`src/power_state_consts.svh`:
```
// timing counts and reset values for the module power state manager
// assumes a 100 MHz clk_in
`ifndef POWER_STATE_CONSTS_SVH
`define POWER_STATE_CONSTS_SVH
`define CLK_PERIOD_NS 10
`define MIN_PULSE_MS 16
`define MIN_PULSE_CYCLES ((`MIN_PULSE_MS * 1000000) / `CLK_PERIOD_NS)
`define DEBOUNCE_RESET_CYCLES 1000
`define CARRIER_RESET_US 1
`define CARRIER_RESET_CYCLES ((`CARRIER_RESET_US * 1000) / `CLK_PERIOD_NS)
`define SUSPEND_WARN_US 1
`define SUSPEND_WARN_CYCLES ((`SUSPEND_WARN_US * 1000) / `CLK_PERIOD_NS)
`define NUM_EVENT_INPUTS 10
`define EV_POWER 0
`define EV_RESET 1
`define EV_SUPPLY 2
`define EV_PCIE_WAKE 3
`define EV_GEN_WAKE 4
`define EV_BATTERY 5
`define EV_OVERTEMP 6
`define EV_ALERT 7
`define EV_LID 8
`define EV_SLEEP 9
`endif

```
`src/power_state_pkg.sv`:
```
// types shared by the module power state manager
// no assumptions beyond a SystemVerilog tool
`default_nettype none
package power_state_pkg;
   typedef enum logic [3:0] {
      ST_SOFT_OFF = 4'b0001,
      ST_ON = 4'b0010,
      ST_WARN = 4'b0100,
      ST_RAM_SUSPEND = 4'b1000
   } power_state_t;
endpackage
`default_nettype wire

```
`src/power_state_manager.sv`:
```
// power and system management logic of the module: buttons, wakes, resets, sleep states
// assumes one 100 MHz clock; pins are asynchronous and synchronised here, except primary_supply_low_in, which feeds reset directly
`include "power_state_consts.svh"
`default_nettype none

module power_state_manager
   import power_state_pkg::*;
#(
   parameter int DEBOUNCE_CYCLES = `MIN_PULSE_CYCLES,
   parameter int RESET_PULSE_CYCLES = `CARRIER_RESET_CYCLES,
   parameter int WARN_CYCLES = `SUSPEND_WARN_CYCLES
) (
   // clock, reset, enable
   input wire logic clk_in,
   input wire logic resetn_in,
   input wire logic clk_en_in,
   // carrier pins, asynchronous
   input wire logic power_button_n_in,
   input wire logic reset_button_n_in,
   input wire logic supply_good_in,
   input wire logic primary_supply_low_in,
   input wire logic pcie_wake_n_in,
   input wire logic general_wake_n_in,
   input wire logic battery_low_n_in,
   input wire logic overtemp_in_n_in,
   input wire logic smbus_alert_n_in,
   input wire logic lid_n_in,
   input wire logic sleep_button_n_in,
   // on-module sources, same clock
   input wire logic watchdog_timeout_in,
   input wire logic soft_reset_req_in,
   input wire logic suspend_req_in,
   input wire logic soft_off_req_in,
   input wire logic cpu_shutdown_in,
   // smbus pins, split into in, out and enable
   input wire logic smbus_clock_in,
   input wire logic smbus_data_in,
   output logic smbus_clock_out,
   output logic smbus_clock_oe_out,
   output logic smbus_data_out,
   output logic smbus_data_oe_out,
   input wire logic smbus_clock_drive_low_in,
   input wire logic smbus_data_drive_low_in,
   output logic smbus_clock_sense_out,
   output logic smbus_data_sense_out,
   // carrier outputs
   output logic carrier_reset_n_out,
   output logic suspend_pending_n_out,
   output logic ram_suspend_n_out,
   output logic disk_suspend_n_out,
   output logic soft_off_n_out,
   output logic cpu_trip_n_out,
   // events to power-management software: one-cycle pulses, plus overtemp, lid closed and running levels
   output logic wake_event_out,
   output logic smi_event_out,
   output logic battery_low_event_out,
   output logic overtemp_out,
   output logic lid_closed_out,
   output logic lid_event_out,
   output logic sleep_button_event_out,
   output logic system_running_out
);

   localparam int NEV = `NUM_EVENT_INPUTS;
   localparam int DW = $clog2(DEBOUNCE_CYCLES + 1);
   localparam int RW = $clog2(RESET_PULSE_CYCLES + 1);
   localparam int WW = $clog2(WARN_CYCLES + 1);

   logic [NEV-1:0] raw_active;
   logic [NEV-1:0] sync1_reg;
   logic [NEV-1:0] sync2_reg;
   logic [NEV-1:0] clean_reg;
   logic [NEV-1:0] clean_prev_reg;
   logic [NEV-1:0] rise;
   logic [NEV-1:0] fall;
   logic [DW-1:0] db_cnt_reg [NEV];
   logic [1:0] smb_sync1_reg;
   logic [1:0] smb_sync2_reg;
   power_state_t state_reg;
   logic [RW-1:0] rst_cnt_reg;
   logic [WW-1:0] warn_cnt_reg;
   logic trip_reg;
   logic wake_any;
   logic reset_cause;

   // inputs mapped to active-high sense
   always_comb begin
      raw_active = '0;
      raw_active[`EV_POWER] = ~power_button_n_in;
      raw_active[`EV_RESET] = ~reset_button_n_in;
      raw_active[`EV_SUPPLY] = supply_good_in;
      raw_active[`EV_PCIE_WAKE] = ~pcie_wake_n_in;
      raw_active[`EV_GEN_WAKE] = ~general_wake_n_in;
      raw_active[`EV_BATTERY] = ~battery_low_n_in;
      raw_active[`EV_OVERTEMP] = ~overtemp_in_n_in;
      raw_active[`EV_ALERT] = ~smbus_alert_n_in;
      raw_active[`EV_LID] = ~lid_n_in;
      raw_active[`EV_SLEEP] = ~sleep_button_n_in;
   end

   // two-flop synchronisers; pull-ups make idle levels inactive
   always_ff @(posedge clk_in or negedge resetn_in) begin
      if (!resetn_in) begin
         sync1_reg <= '0;
         sync2_reg <= '0;
         smb_sync1_reg <= 2'h3;
         smb_sync2_reg <= 2'h3;
      end else if (clk_en_in) begin
         sync1_reg <= raw_active;
         sync2_reg <= sync1_reg;
         smb_sync1_reg <= {smbus_clock_in, smbus_data_in};
         smb_sync2_reg <= smb_sync1_reg;
      end
   end

   // debounce: level accepted after it stays stable for the interval
   always_ff @(posedge clk_in or negedge resetn_in) begin
      if (!resetn_in) begin
         clean_reg <= '0;
         clean_prev_reg <= '0;
         for (int i = 0; i < NEV; i++) begin
            db_cnt_reg[i] <= '0;
         end
      end else if (clk_en_in) begin
         clean_prev_reg <= clean_reg;
         for (int i = 0; i < NEV; i++) begin
            if (sync2_reg[i] == clean_reg[i]) begin
               db_cnt_reg[i] <= '0;
            end else if (db_cnt_reg[i] == DW'(DEBOUNCE_CYCLES - 1)) begin
               clean_reg[i] <= sync2_reg[i];
               db_cnt_reg[i] <= '0;
            end else begin
               db_cnt_reg[i] <= db_cnt_reg[i] + 1'b1;
            end
         end
      end
   end

   assign rise = clean_reg & ~clean_prev_reg;
   assign fall = ~clean_reg & clean_prev_reg;
   assign wake_any = rise[`EV_POWER] | rise[`EV_PCIE_WAKE] | rise[`EV_GEN_WAKE]
      | rise[`EV_ALERT] | rise[`EV_SLEEP];

   // released button after press is the rising edge of the pin
   // power state machine
   always_ff @(posedge clk_in or negedge resetn_in) begin
      if (!resetn_in) begin
         state_reg <= ST_SOFT_OFF;
         warn_cnt_reg <= '0;
      end else if (clk_en_in) begin
         unique case (state_reg)
            ST_SOFT_OFF: begin
               if (fall[`EV_POWER]) begin
                  state_reg <= ST_ON;
               end
            end
            ST_ON: begin
               if (soft_off_req_in || trip_reg) begin
                  state_reg <= ST_SOFT_OFF;
               end else if (suspend_req_in || rise[`EV_SLEEP]) begin
                  state_reg <= ST_WARN;
                  warn_cnt_reg <= WW'(WARN_CYCLES - 1);
               end
            end
            ST_WARN: begin
               if (warn_cnt_reg == '0) begin
                  state_reg <= ST_RAM_SUSPEND;
               end else begin
                  warn_cnt_reg <= warn_cnt_reg - 1'b1;
               end
            end
            ST_RAM_SUSPEND: begin
               if (wake_any) begin
                  state_reg <= ST_ON;
               end
            end
         endcase
      end
   end

   // reset causes; the button contributes only its edge
   assign reset_cause = rise[`EV_RESET] | ~clean_reg[`EV_SUPPLY] | primary_supply_low_in
      | watchdog_timeout_in | soft_reset_req_in;

   // carrier reset pulse stretcher
   always_ff @(posedge clk_in or negedge resetn_in) begin
      if (!resetn_in) begin
         rst_cnt_reg <= RW'(RESET_PULSE_CYCLES);
      end else if (clk_en_in) begin
         if (reset_cause || state_reg != ST_ON) begin
            rst_cnt_reg <= RW'(RESET_PULSE_CYCLES);
         end else if (rst_cnt_reg != '0) begin
            rst_cnt_reg <= rst_cnt_reg - 1'b1;
         end
      end
   end

   // thermal trip latch, cleared on power-up from soft-off
   always_ff @(posedge clk_in or negedge resetn_in) begin
      if (!resetn_in) begin
         trip_reg <= 1'b0;
      end else if (clk_en_in) begin
         if (cpu_shutdown_in) begin
            trip_reg <= 1'b1;
         end else if (state_reg == ST_SOFT_OFF && fall[`EV_POWER]) begin
            trip_reg <= 1'b0;
         end
      end
   end

   // registered pin outputs and software events
   always_ff @(posedge clk_in or negedge resetn_in) begin
      if (!resetn_in) begin
         carrier_reset_n_out <= 1'b0;
         suspend_pending_n_out <= 1'b1;
         ram_suspend_n_out <= 1'b1;
         soft_off_n_out <= 1'b0;
         cpu_trip_n_out <= 1'b1;
         wake_event_out <= 1'b0;
         smi_event_out <= 1'b0;
         battery_low_event_out <= 1'b0;
         overtemp_out <= 1'b0;
         lid_closed_out <= 1'b0;
         lid_event_out <= 1'b0;
         sleep_button_event_out <= 1'b0;
         system_running_out <= 1'b0;
      end else if (clk_en_in) begin
         carrier_reset_n_out <= (rst_cnt_reg == '0) && !reset_cause;
         suspend_pending_n_out <= !(state_reg == ST_WARN || state_reg == ST_RAM_SUSPEND);
         ram_suspend_n_out <= (state_reg != ST_RAM_SUSPEND);
         soft_off_n_out <= (state_reg != ST_SOFT_OFF);
         cpu_trip_n_out <= !trip_reg;
         wake_event_out <= (state_reg == ST_RAM_SUSPEND) && wake_any;
         smi_event_out <= rise[`EV_ALERT];
         battery_low_event_out <= rise[`EV_BATTERY];
         overtemp_out <= clean_reg[`EV_OVERTEMP];
         lid_closed_out <= clean_reg[`EV_LID];
         lid_event_out <= rise[`EV_LID] | fall[`EV_LID];
         sleep_button_event_out <= rise[`EV_SLEEP];
         system_running_out <= (state_reg == ST_ON);
      end
   end

   // disk suspend is unsupported: held inactive
   assign disk_suspend_n_out = 1'b1;

   // smbus open-drain pins: only drive low, enable while pulling
   assign smbus_clock_out = 1'b0;
   assign smbus_data_out = 1'b0;
   assign smbus_clock_oe_out = smbus_clock_drive_low_in;
   assign smbus_data_oe_out = smbus_data_drive_low_in;
   assign smbus_clock_sense_out = smb_sync2_reg[1];
   assign smbus_data_sense_out = smb_sync2_reg[0];

endmodule // power_state_manager
`default_nettype wire

```
`config.mk`:
```
export PLATFORM = sky130hd
export DESIGN_NAME = power_state_manager
export DESIGN_NICKNAME = d
export VERILOG_FILES = /design/src/power_state_pkg.sv /design/src/power_state_manager.sv
export VERILOG_INCLUDE_DIRS = /design/src
export SDC_FILE = /design/constraint.sdc
export NUM_CORES = 1
export LEC_CHECK = 0
export ABC_AREA = 0
export BUFFER_PORTS_ARGS = -buffer_cell sky130_fd_sc_hd__buf_2
export CELL_PAD_IN_SITES_DETAIL_PLACEMENT = 0
export CELL_PAD_IN_SITES_GLOBAL_PLACEMENT = 1
export CORE_MARGIN = 2
export CORE_UTILIZATION = 53
export DETAILED_ROUTE_END_ITERATION = 8
export GPL_ROUTABILITY_DRIVEN = 0
export PLACE_DENSITY_LB_ADDON = 0.1
export SLEW_MARGIN = 20
export SYNTH_ARGS = -nofsm -noshare
export SYNTH_HDL_FRONTEND = slang
export SYNTH_SLANG_ARGS = --single-unit
export TNS_END_PERCENT = 1
```
`constraint.sdc`:
```
create_clock -name clk_in -period 3.9 [get_ports clk_in]
set_clock_uncertainty 0.2 [all_clocks]
set_input_delay 0.195 -clock clk_in [delete_from_list [all_inputs] [get_ports clk_in]]
set_output_delay 0.195 -clock clk_in [all_outputs]
set_load 0.02 [all_outputs]
```
==> results of run 1 <==
==> cell families (layout without fill, tap and decap cells) <==
family                   after synthesis  after routing  share of synthesized area (%)
adder cells (fa/ha/maj)               13             13                           1.09
other                                  2              3                         0.0502
AO/OA/AOI/OAI                        420            420                           18.0
AND/OR/NAND/NOR                      653            653                           23.2
XOR/XNOR                              42             42                           2.46
multiplexers                          56             56                           4.10
buffers and inverters                131            187                           3.61
flip-flops                           283            283                           47.4
==> final timing paths <==
path                                               to  slack [ns]  cells after the start
worst min register to register  suspend_pending_n_out        0.27                      2
min in group asynchronous             db_cnt_reg[114]        0.10                      2
worst max-delay path                  db_cnt_reg[179]        0.96                      6
max in group asynchronous           ram_suspend_n_out        2.37                      3
worst max register to register        db_cnt_reg[179]        0.96                      6
worst min-delay path                   rst_cnt_reg[6]        0.02                      5
==> final cells by class <==
type                       count  area (µm²)
clock buffer                  54        1090
clock inverter                 8         118
fill                        2359       10900
inverter                      53         201
multi-input combinational   1187        7360
sequential                   283        7100
tap                          378         473
timing repair buffer          72         539
==> layer usage <==
metal	wire, µm	share of wire [%]	GRT usage (%)
met5	0	0	0
met4	491	1.5	5.44
met2	15200	46	36.3
met1	16300	49	33.3
met3	1190	3.6	3.16
==> synthesized netlist by cell type (all sizes together) (24+ instances only) <==
library cell    n  area, µm²
nor4           40        250
a21o           29        218
a21oi          81        405
nor2          100        375
nand4          62        388
mux2           42        473
and3           28        175
inv            53        199
nand2         159        597
nand3          91        455
clkbuf         54        203
o21ai         106        534
nor3           36        180
buf            24        139
a31oi          87        544
dfrtp         272       6810
==> critical path, stage by stage, from the launching register on <==
cell and delay [ns]:
dfrtp_1 0.41, ha_1 0.23, nand3_1 0.21, or4_1 0.63, o211a_1 0.56, and3_1 0.32
a211o_1 0.26
==> per-stage QoR <==
step | total power (W) | area [µm²] | cells | setup slack (ns) | utilization, %
6_report | 0.00725 | 16900 | 2035 | 0.961 | 60.8
5_1_grt | 0.00758 | 16900 | 2035 | 0.699 | 60.8
4_1_cts | 0.00734 | 16900 | 2035 | 0.964 | 60.7
3_5_place_dp | 0.00393 | 15500 | 1955 | 1.00 | 55.7
3_3_place_gp | 0.00391 | 15500 | 1955 | 1.05 | 55.7
2_1_floorplan | 0.00369 | 15000 | 1601 | 1.45 | -
==> power by group <==
group	switching [W]	internal, W
Combinational	0.000438	0.000242
Sequential	0.000141	0.00307
Clock	0.00124	0.00212
==> flow_summary.json, run 1 <==
{
  "fmax_mhz": 340,
  "worst_hold_slack_ns": 0.0188,
  "clkLatencyLatePin_ns": 0.50,
  "layout_min_cycle_time_ns": 2.94,
  "cts_buffers": 35,
  "overflow": 0,
  "first_pass_iters": 5,
  "wl_um": 33100,
  "start_util_pct": 53.8,
  "cap_violations": 0,
  "core_area_mm2": 0.0278,
  "synth-seq-cells": 283,
  "ir_worst_vdd_mv": 0.264,
  "ioPinCount": 43,
  "path_class": "reg -> reg",
  "insertedDiodeCount": 0,
  "reg2reg_from": "db_cnt_reg[169]",
  "max-clock-path-buffers": 3,
  "ys_seq_area_share_pct": 47.4,
  "viasPerCell": 6.09,
  "crit_path_start": "db_cnt_reg[169]",
  "vias": 12400,
  "setup_viol": 0,
  "largest_register_ff_count": 210,
  "dieHeight_um": 172,
  "fin_setup_tns_ns": 0,
  "synth_area_mm2": 0.0150,
  "grt_max_degree": 95,
  "row_count": 61,
  "power.density_mw_per_mm2": 429,
  "timing.final.crit_share_pct": 75.4,
  "layout-drive-gt1-share_pct": 11.0,
  "synthCells": 1600,
  "clk_pin_slew_worst_paths_ns": 0.05,
  "rsz0062_at_grt": "false",
  "h-tree-depth": 2,
  "synth_edf_count": 0,
  "final_common_cell": "dfrtp_1",
  "post_cts_resized": 0,
  "cts_hold_buffers": 18,
  "grt_use_total_pct": 22.9,
  "synthDistinctLibCells": 73,
  "cts-root-buf": "clkbuf_16",
  "worstHoldStart": "soft_reset_req_in",
  "slew_headroom_pct": 29.3,
  "cts_tree": "yes",
  "crit_path_end_kind": "flip-flop",
  "final_hold_viol_count": 0,
  "hp-class": "in -> reg",
  "async_flop_share_pct": 100,
  "fin_nets": 1668,
  "synth-main-ff-cell": "dfrtp_1",
  "layout_common_cells": "dfrtp_1 (272), nand2_1 (159), o21ai_0 (104)",
  "post_cts.repair.setup_buffers": 0,
  "startpoint_type": "flip-flop",
  "syn_avg_cell_area_um2": 9.35,
  "dpl.hpwl_um": 20900,
  "slew_violations": 0,
  "worst_pin_slew_ns": 1.05,
  "cts.sinks": 283,
  "dieArea_mm2": 0.0296,
  "avgRoutedWirePerCell_um": 16.3,
  "drc": 0,
  "die_w_um": 172,
  "grt_pass1_wl_um": 56700,
  "cp_max_fo": 27,
  "status": "finished clean",
  "critPathArrivalTime_ns": 3.12,
  "grt_pass1_vias": 11500,
  "antenna_found_initial": 0,
  "first_iter_violations": 858,
  "syn2layout_area_growth_pct": 12.8,
  "power.leakage_nw": 7.06,
  "antenna_left": 0,
  "port_buffers": 35,
  "critPathRequiredTime_ns": 4.09,
  "yosysWarnings": 0
}
No activity file was read; power rests on OpenSTA's default activity.
==> run 2, diff against run 1 <==
--- a/config.mk
+++ b/config.mk
@@ -11,7 +11,7 @@
 export CELL_PAD_IN_SITES_DETAIL_PLACEMENT = 0
 export CELL_PAD_IN_SITES_GLOBAL_PLACEMENT = 1
 export CORE_MARGIN = 2
-export CORE_UTILIZATION = 53
+export CORE_UTILIZATION = 49
 export DETAILED_ROUTE_END_ITERATION = 8
 export GPL_ROUTABILITY_DRIVEN = 0
 export PLACE_DENSITY_LB_ADDON = 0.1
==> constraint.sdc (replaced) <==
create_clock -name clk_in -period 3 [get_ports clk_in]
set_clock_uncertainty 0.2 [all_clocks]
set_input_delay 0.15 -clock clk_in [delete_from_list [all_inputs] [get_ports clk_in]]
set_output_delay 0.15 -clock clk_in [all_outputs]
set_load 0.02 [all_outputs]
==> flow_summary.json, run 2 (synthesized netlist as in run 1, its figures left out) <==
{
  "status": "finished, violations left",
  "failed_checks": "hold timing",
  "ir_worst_vdd_mv": 0.624,
  "path_class": "reg -> reg",
  "cp_max_fo": 19,
  "overflow": 0,
  "first_pass_iters": 5,
  "critPathMaxStageDelay_ns": 0.62,
  "worst_hold_slack_ns": -0.00862,
  "post_cts_resized": 0,
  "row_count": 63,
  "cp_cell_sequence": "ha_1, nand3_1, or4_1, o211a_1, buf_4, a41oi_1, a31oi_1",
  "clkLatencyLatePin_ns": 0.51,
  "dieHeight_um": 179,
  "cts_tree": "yes",
  "cts.sinks": 283,
  "cp_slowest_cell": "or4_1",
  "finalInstanceArea_mm2": 0.0171,
  "power.leakage_nw": 7.20,
  "critPathArrivalTime_ns": 2.84,
  "final_hold_viol_count": 2,
  "dpl.hpwl_um": 22100,
  "grt_max_degree": 90,
  "crit_path_end_kind": "flip-flop",
  "critPathRequiredTime_ns": 3.17,
  "vias": 12400,
  "worst_pin_slew_ns": 0.956,
  "viasPerCell": 6.02,
  "timing.final.crit_share_pct": 88.9,
  "max-clock-path-buffers": 3,
  "grt_pass1_wl_um": 58400,
  "placed_cell_area_mm2": 0.0157,
  "start_util_pct": 50.1,
  "ioPinCount": 43,
  "antenna_found_initial": 0,
  "fmax_mhz": 375,
  "core_area_mm2": 0.0299,
  "first_iter_violations": 808,
  "syn2layout_area_growth_pct": 14.6,
  "layout-drive-gt1-share_pct": 12.0,
  "avgRoutedWirePerCell_um": 16.6,
  "final_common_cell": "dfrtp_1",
  "reg2reg_from": "db_cnt_reg[168]",
  "port_buffers": 35,
  "dieArea_mm2": 0.0319,
  "drc": 0,
  "fin_setup_tns_ns": 0,
  "cpLargestDelayFamily": "simple AND/OR/NAND/NOR gates",
  "clk_pin_slew_worst_paths_ns": 0.06,
  "fin_nets": 1688,
  "crit_path_start": "db_cnt_reg[168]",
  "largest_register_ff_count": 210,
  "utilization_pct": 57.4,
  "insertedDiodeCount": 0,
  "h-tree-depth": 2,
  "startpoint_type": "flip-flop",
  "wl_um": 34200,
  "antenna_left": 0,
  "cap_violations": 0,
  "slew_violations": 0,
  "nFillCells": 2629,
  "cts_buffers": 34,
  "hp-class": "in -> async",
  "layout_min_cycle_time_ns": 2.67,
  "grt_pass1_vias": 11800,
  "slew_headroom_pct": 36.1,
  "die_w_um": 179,
  "setup_viol": 0,
  "layout_common_cells": "dfrtp_1 (272), nand2_1 (159), o21ai_0 (104)",
  "cts-root-buf": "clkbuf_16",
  "rsz0062_at_grt": "false",
  "grt_use_total_pct": 22.0,
  "cp_num_buf_inv": 1,
  "power.density_mw_per_mm2": 567
}
==> run 2: changes by cell type in the layout (fill, tap and decap cells not counted) <==
cell and delta:
buf_12 +2, buf_4 +17, bufinv_16 +4, clkbuf_1 -3
clkbuf_16 -2, clkinv_2 -1, dlygate4sd3_1 +2, inv_6 +1
nor4_1 +1, nor4_2 -1
==> run 2: final cells by class <==
class	instances	area, µm²	share of cell area, %
Multi-Input combinational cell	1187	7360	42.9
Tap cell	390	488	2.85
Timing Repair Buffer	93	727	4.24
Clock buffer	49	1030	6.00
Sequential cell	283	7100	41.4
Inverter	53	201	1.18
Clock inverter	12	241	1.41
==> run 2: what timing repair did <==
| item | 4_1_cts | 5_1_grt |
|---|---|---|
| hold endpoints to repair | 312 | 0 |
| setup buffers | 0 | 0 |
| hold buffers | 20 | 0 |
==> run 2: path summary, 6_finish.rpt <==
| kind | to | slack (ns) | cells after the start |
|---|---|---|---|
| worst min register to register | suspend_pending_n_out | 0.27 | 2 |
| worst max-delay path | db_cnt_reg[171] | 0.33 | 7 |
| min in group clk_in | warn_cnt_reg[4] | 0.02 | 5 |
| worst min-delay path | db_cnt_reg[101] | -0.009 | 2 |
| max in group asynchronous | db_cnt_reg[111] | 1.77 | 3 |
| worst max register to register | db_cnt_reg[171] | 0.33 | 7 |
==> run 2: power breakdown <==
group	internal (W)	total (W)	switching, W
sequential	0.00400	0.00418	0.000186
clock	0.00298	0.00463	0.00165
combinational	0.000332	0.000904	0.000572
total	0.00731	0.00972	0.00241
==> run 2: per-layer routing <==
metal / GRT usage [%] / vias to the layer above / routed length, µm
met5: 0 / - / 0
li1: - / 6111 / -
met4: 5.89 / 0 / 658
met3: 2.97 / 57 / 934
met2: 35.4 / 172 / 15700
met1: 31.4 / 6097 / 16900
==> run 2: stage by stage <==
step           setup slack (ns)  hold slack (ns)  std cells  total power (W)
3_3_place_gp              0.362          -0.0672       1986          0.00512
4_1_cts                   0.316          0.00514       2067          0.00983
2_1_floorplan             0.550           -0.346       1601          0.00480
3_5_place_dp              0.338          -0.0767       1986          0.00514
5_1_grt                   0.112           0.0357       2067           0.0101
6_report                  0.332         -0.00862       2067          0.00972
==> run 3, diff against run 2 <==
--- a/config.mk
+++ b/config.mk
@@ -10,7 +10,7 @@
 export BUFFER_PORTS_ARGS = -buffer_cell sky130_fd_sc_hd__buf_2
 export CELL_PAD_IN_SITES_DETAIL_PLACEMENT = 0
 export CELL_PAD_IN_SITES_GLOBAL_PLACEMENT = 1
-export CORE_MARGIN = 2
+export CORE_MARGIN = 8
 export CORE_UTILIZATION = 49
 export DETAILED_ROUTE_END_ITERATION = 8
 export GPL_ROUTABILITY_DRIVEN = 0
==> flow_summary.json, run 3 (synthesized netlist as in run 1, its figures left out) <==
{
  "status": "finished clean",
  "antenna_found_initial": 0,
  "grt_pass1_vias": 12300,
  "clkLatencyLatePin_ns": 0.51,
  "timing.final.crit_share_pct": 87.8,
  "startpoint_type": "flip-flop",
  "finalNonFillerCells": 2074,
  "ioPinCount": 43,
  "fmax_mhz": 380,
  "critPathArrivalTime_ns": 2.81,
  "first_iter_violations": 883,
  "dpl.cell_count": 1993,
  "power.density_mw_per_mm2": 541,
  "viasPerCell": 5.98,
  "fin_nets": 1690,
  "placed_cell_area_mm2": 0.0157,
  "overflow": 0,
  "slew_headroom_pct": 35.7,
  "finalInstanceArea_mm2": 0.0170,
  "port_buffers": 35,
  "critPathRequiredTime_ns": 3.18,
  "cts_buffers": 35,
  "die_w_um": 191,
  "syn2layout_area_growth_pct": 13.9,
  "hp-class": "in -> async",
  "slew_violations": 0,
  "start_util_pct": 49.3,
  "wl_um": 34300,
  "cp_max_fo": 15,
  "layout_min_cycle_time_ns": 2.63,
  "layout-drive-gt1-share_pct": 11.7,
  "cts_tree": "yes",
  "core_area_mm2": 0.0303,
  "setup_viol": 0,
  "layout_common_cells": "dfrtp_1 (272), nand2_1 (159), o21ai_0 (104)",
  "path_class": "reg -> reg",
  "grt_max_degree": 99,
  "antenna_left": 0,
  "dpl.hpwl_um": 21800,
  "row_count": 64,
  "final_hold_viol_count": 0,
  "fin_setup_tns_ns": 0,
  "dieHeight_um": 191,
  "ir_worst_vdd_mv": 0.447,
  "vias": 12400,
  "grt_pass1_wl_um": 60200,
  "largest_register_ff_count": 210,
  "crit_path_end_kind": "flip-flop",
  "cts-root-buf": "clkbuf_16",
  "cap_violations": 0,
  "first_pass_iters": 6,
  "drc": 0,
  "worst_pin_slew_ns": 0.961,
  "h-tree-depth": 2,
  "clk_pin_slew_worst_paths_ns": 0.05,
  "rsz0062_at_grt": "false",
  "insertedDiodeCount": 0,
  "dieArea_mm2": 0.0364,
  "post_cts.repair.setup_buffers": 0,
  "avgRoutedWirePerCell_um": 16.5,
  "power.leakage_nw": 7.13,
  "grt_use_total_pct": 19.2,
  "cts.sinks": 283,
  "final_common_cell": "dfrtp_1",
  "max-clock-path-buffers": 3
}
run 3: cell types whose count changed in the layout (fill, tap and decap cells not counted):
cell	before	now
clkbuf_1	4	10
bufinv_16	7	2
clkbuf_8	10	5
clkinvlp_4	1	3
buf_12	4	5
clkbuf_16	35	36
clkinv_2	3	2
clkinv_4	0	1
clkinv_8	0	1
run 3: worst paths after layout:
path	from	end	slack, ns	depth (start not counted)
worst max-delay path	db_cnt_reg[183]	db_cnt_reg[172]	0.37	6
worst min-delay path	resetn_in	db_cnt_reg[115]	0.03	2
max in group asynchronous	resetn_in	rst_cnt_reg[6]	1.80	3
worst min register to register	suspend_pending_n_out	suspend_pending_n_out	0.27	2
min in group clk_in	suspend_req_in	warn_cnt_reg[3]	0.04	5
worst max register to register	db_cnt_reg[183]	db_cnt_reg[172]	0.37	6
run 3: per-layer routing:
metal	GRT usage [%]	part of all wire [%]	vias to the layer above
li1	-	-	6120
met1	26.6	49	6061
met2	30.8	46	174
met3	2.89	3.3	56
met4	5.79	2.1	0
met5	0	0	-
run 3: critical path: stages, from the launching register on:
cell and delay, ns:
dfrtp_1 0.41, or4_1 0.52, or4_4 0.44, o211a_1 0.39, buf_4 0.26, a41oi_1 0.21, a31oi_1 0.07
run 3: power by group:
part / internal (W) / switching [W]
logic: 0.000335 / 0.000569
clock network: 0.00251 / 0.00162
registers: 0.00400 / 0.000182
total: 0.00684 / 0.00237
run 3: through the flow:
step / setup WS [ns] / power [W] / util (%) / hold WS, ns
final: 0.366 / 0.00921 / 56.1 / 0.0345
after global routing: 0.144 / 0.00967 / 56.1 / 0.0991
after CTS: 0.359 / 0.00936 / 56.1 / 0.0185
after detailed placement: 0.360 / 0.00514 / 51.7 / -0.00777
after global placement: 0.412 / 0.00512 / 51.7 / -0.00885
after floorplan: 0.550 / 0.00480 / - / -0.346
run 3: layout make-up:
class	count	area, µm²
Fill cell	2716	13300
Multi-Input combinational cell	1187	7360
Sequential cell	283	7100
Clock buffer	51	1010
Timing Repair Buffer	94	747
Tap cell	396	495
Inverter	53	201
Clock inverter	10	126
run 3: what timing repair did:
action | CTS | global route
gates resized for setup | 0 | 0
hold buffers | 20 | 0
endpoints found under the hold margin | 310 | 0
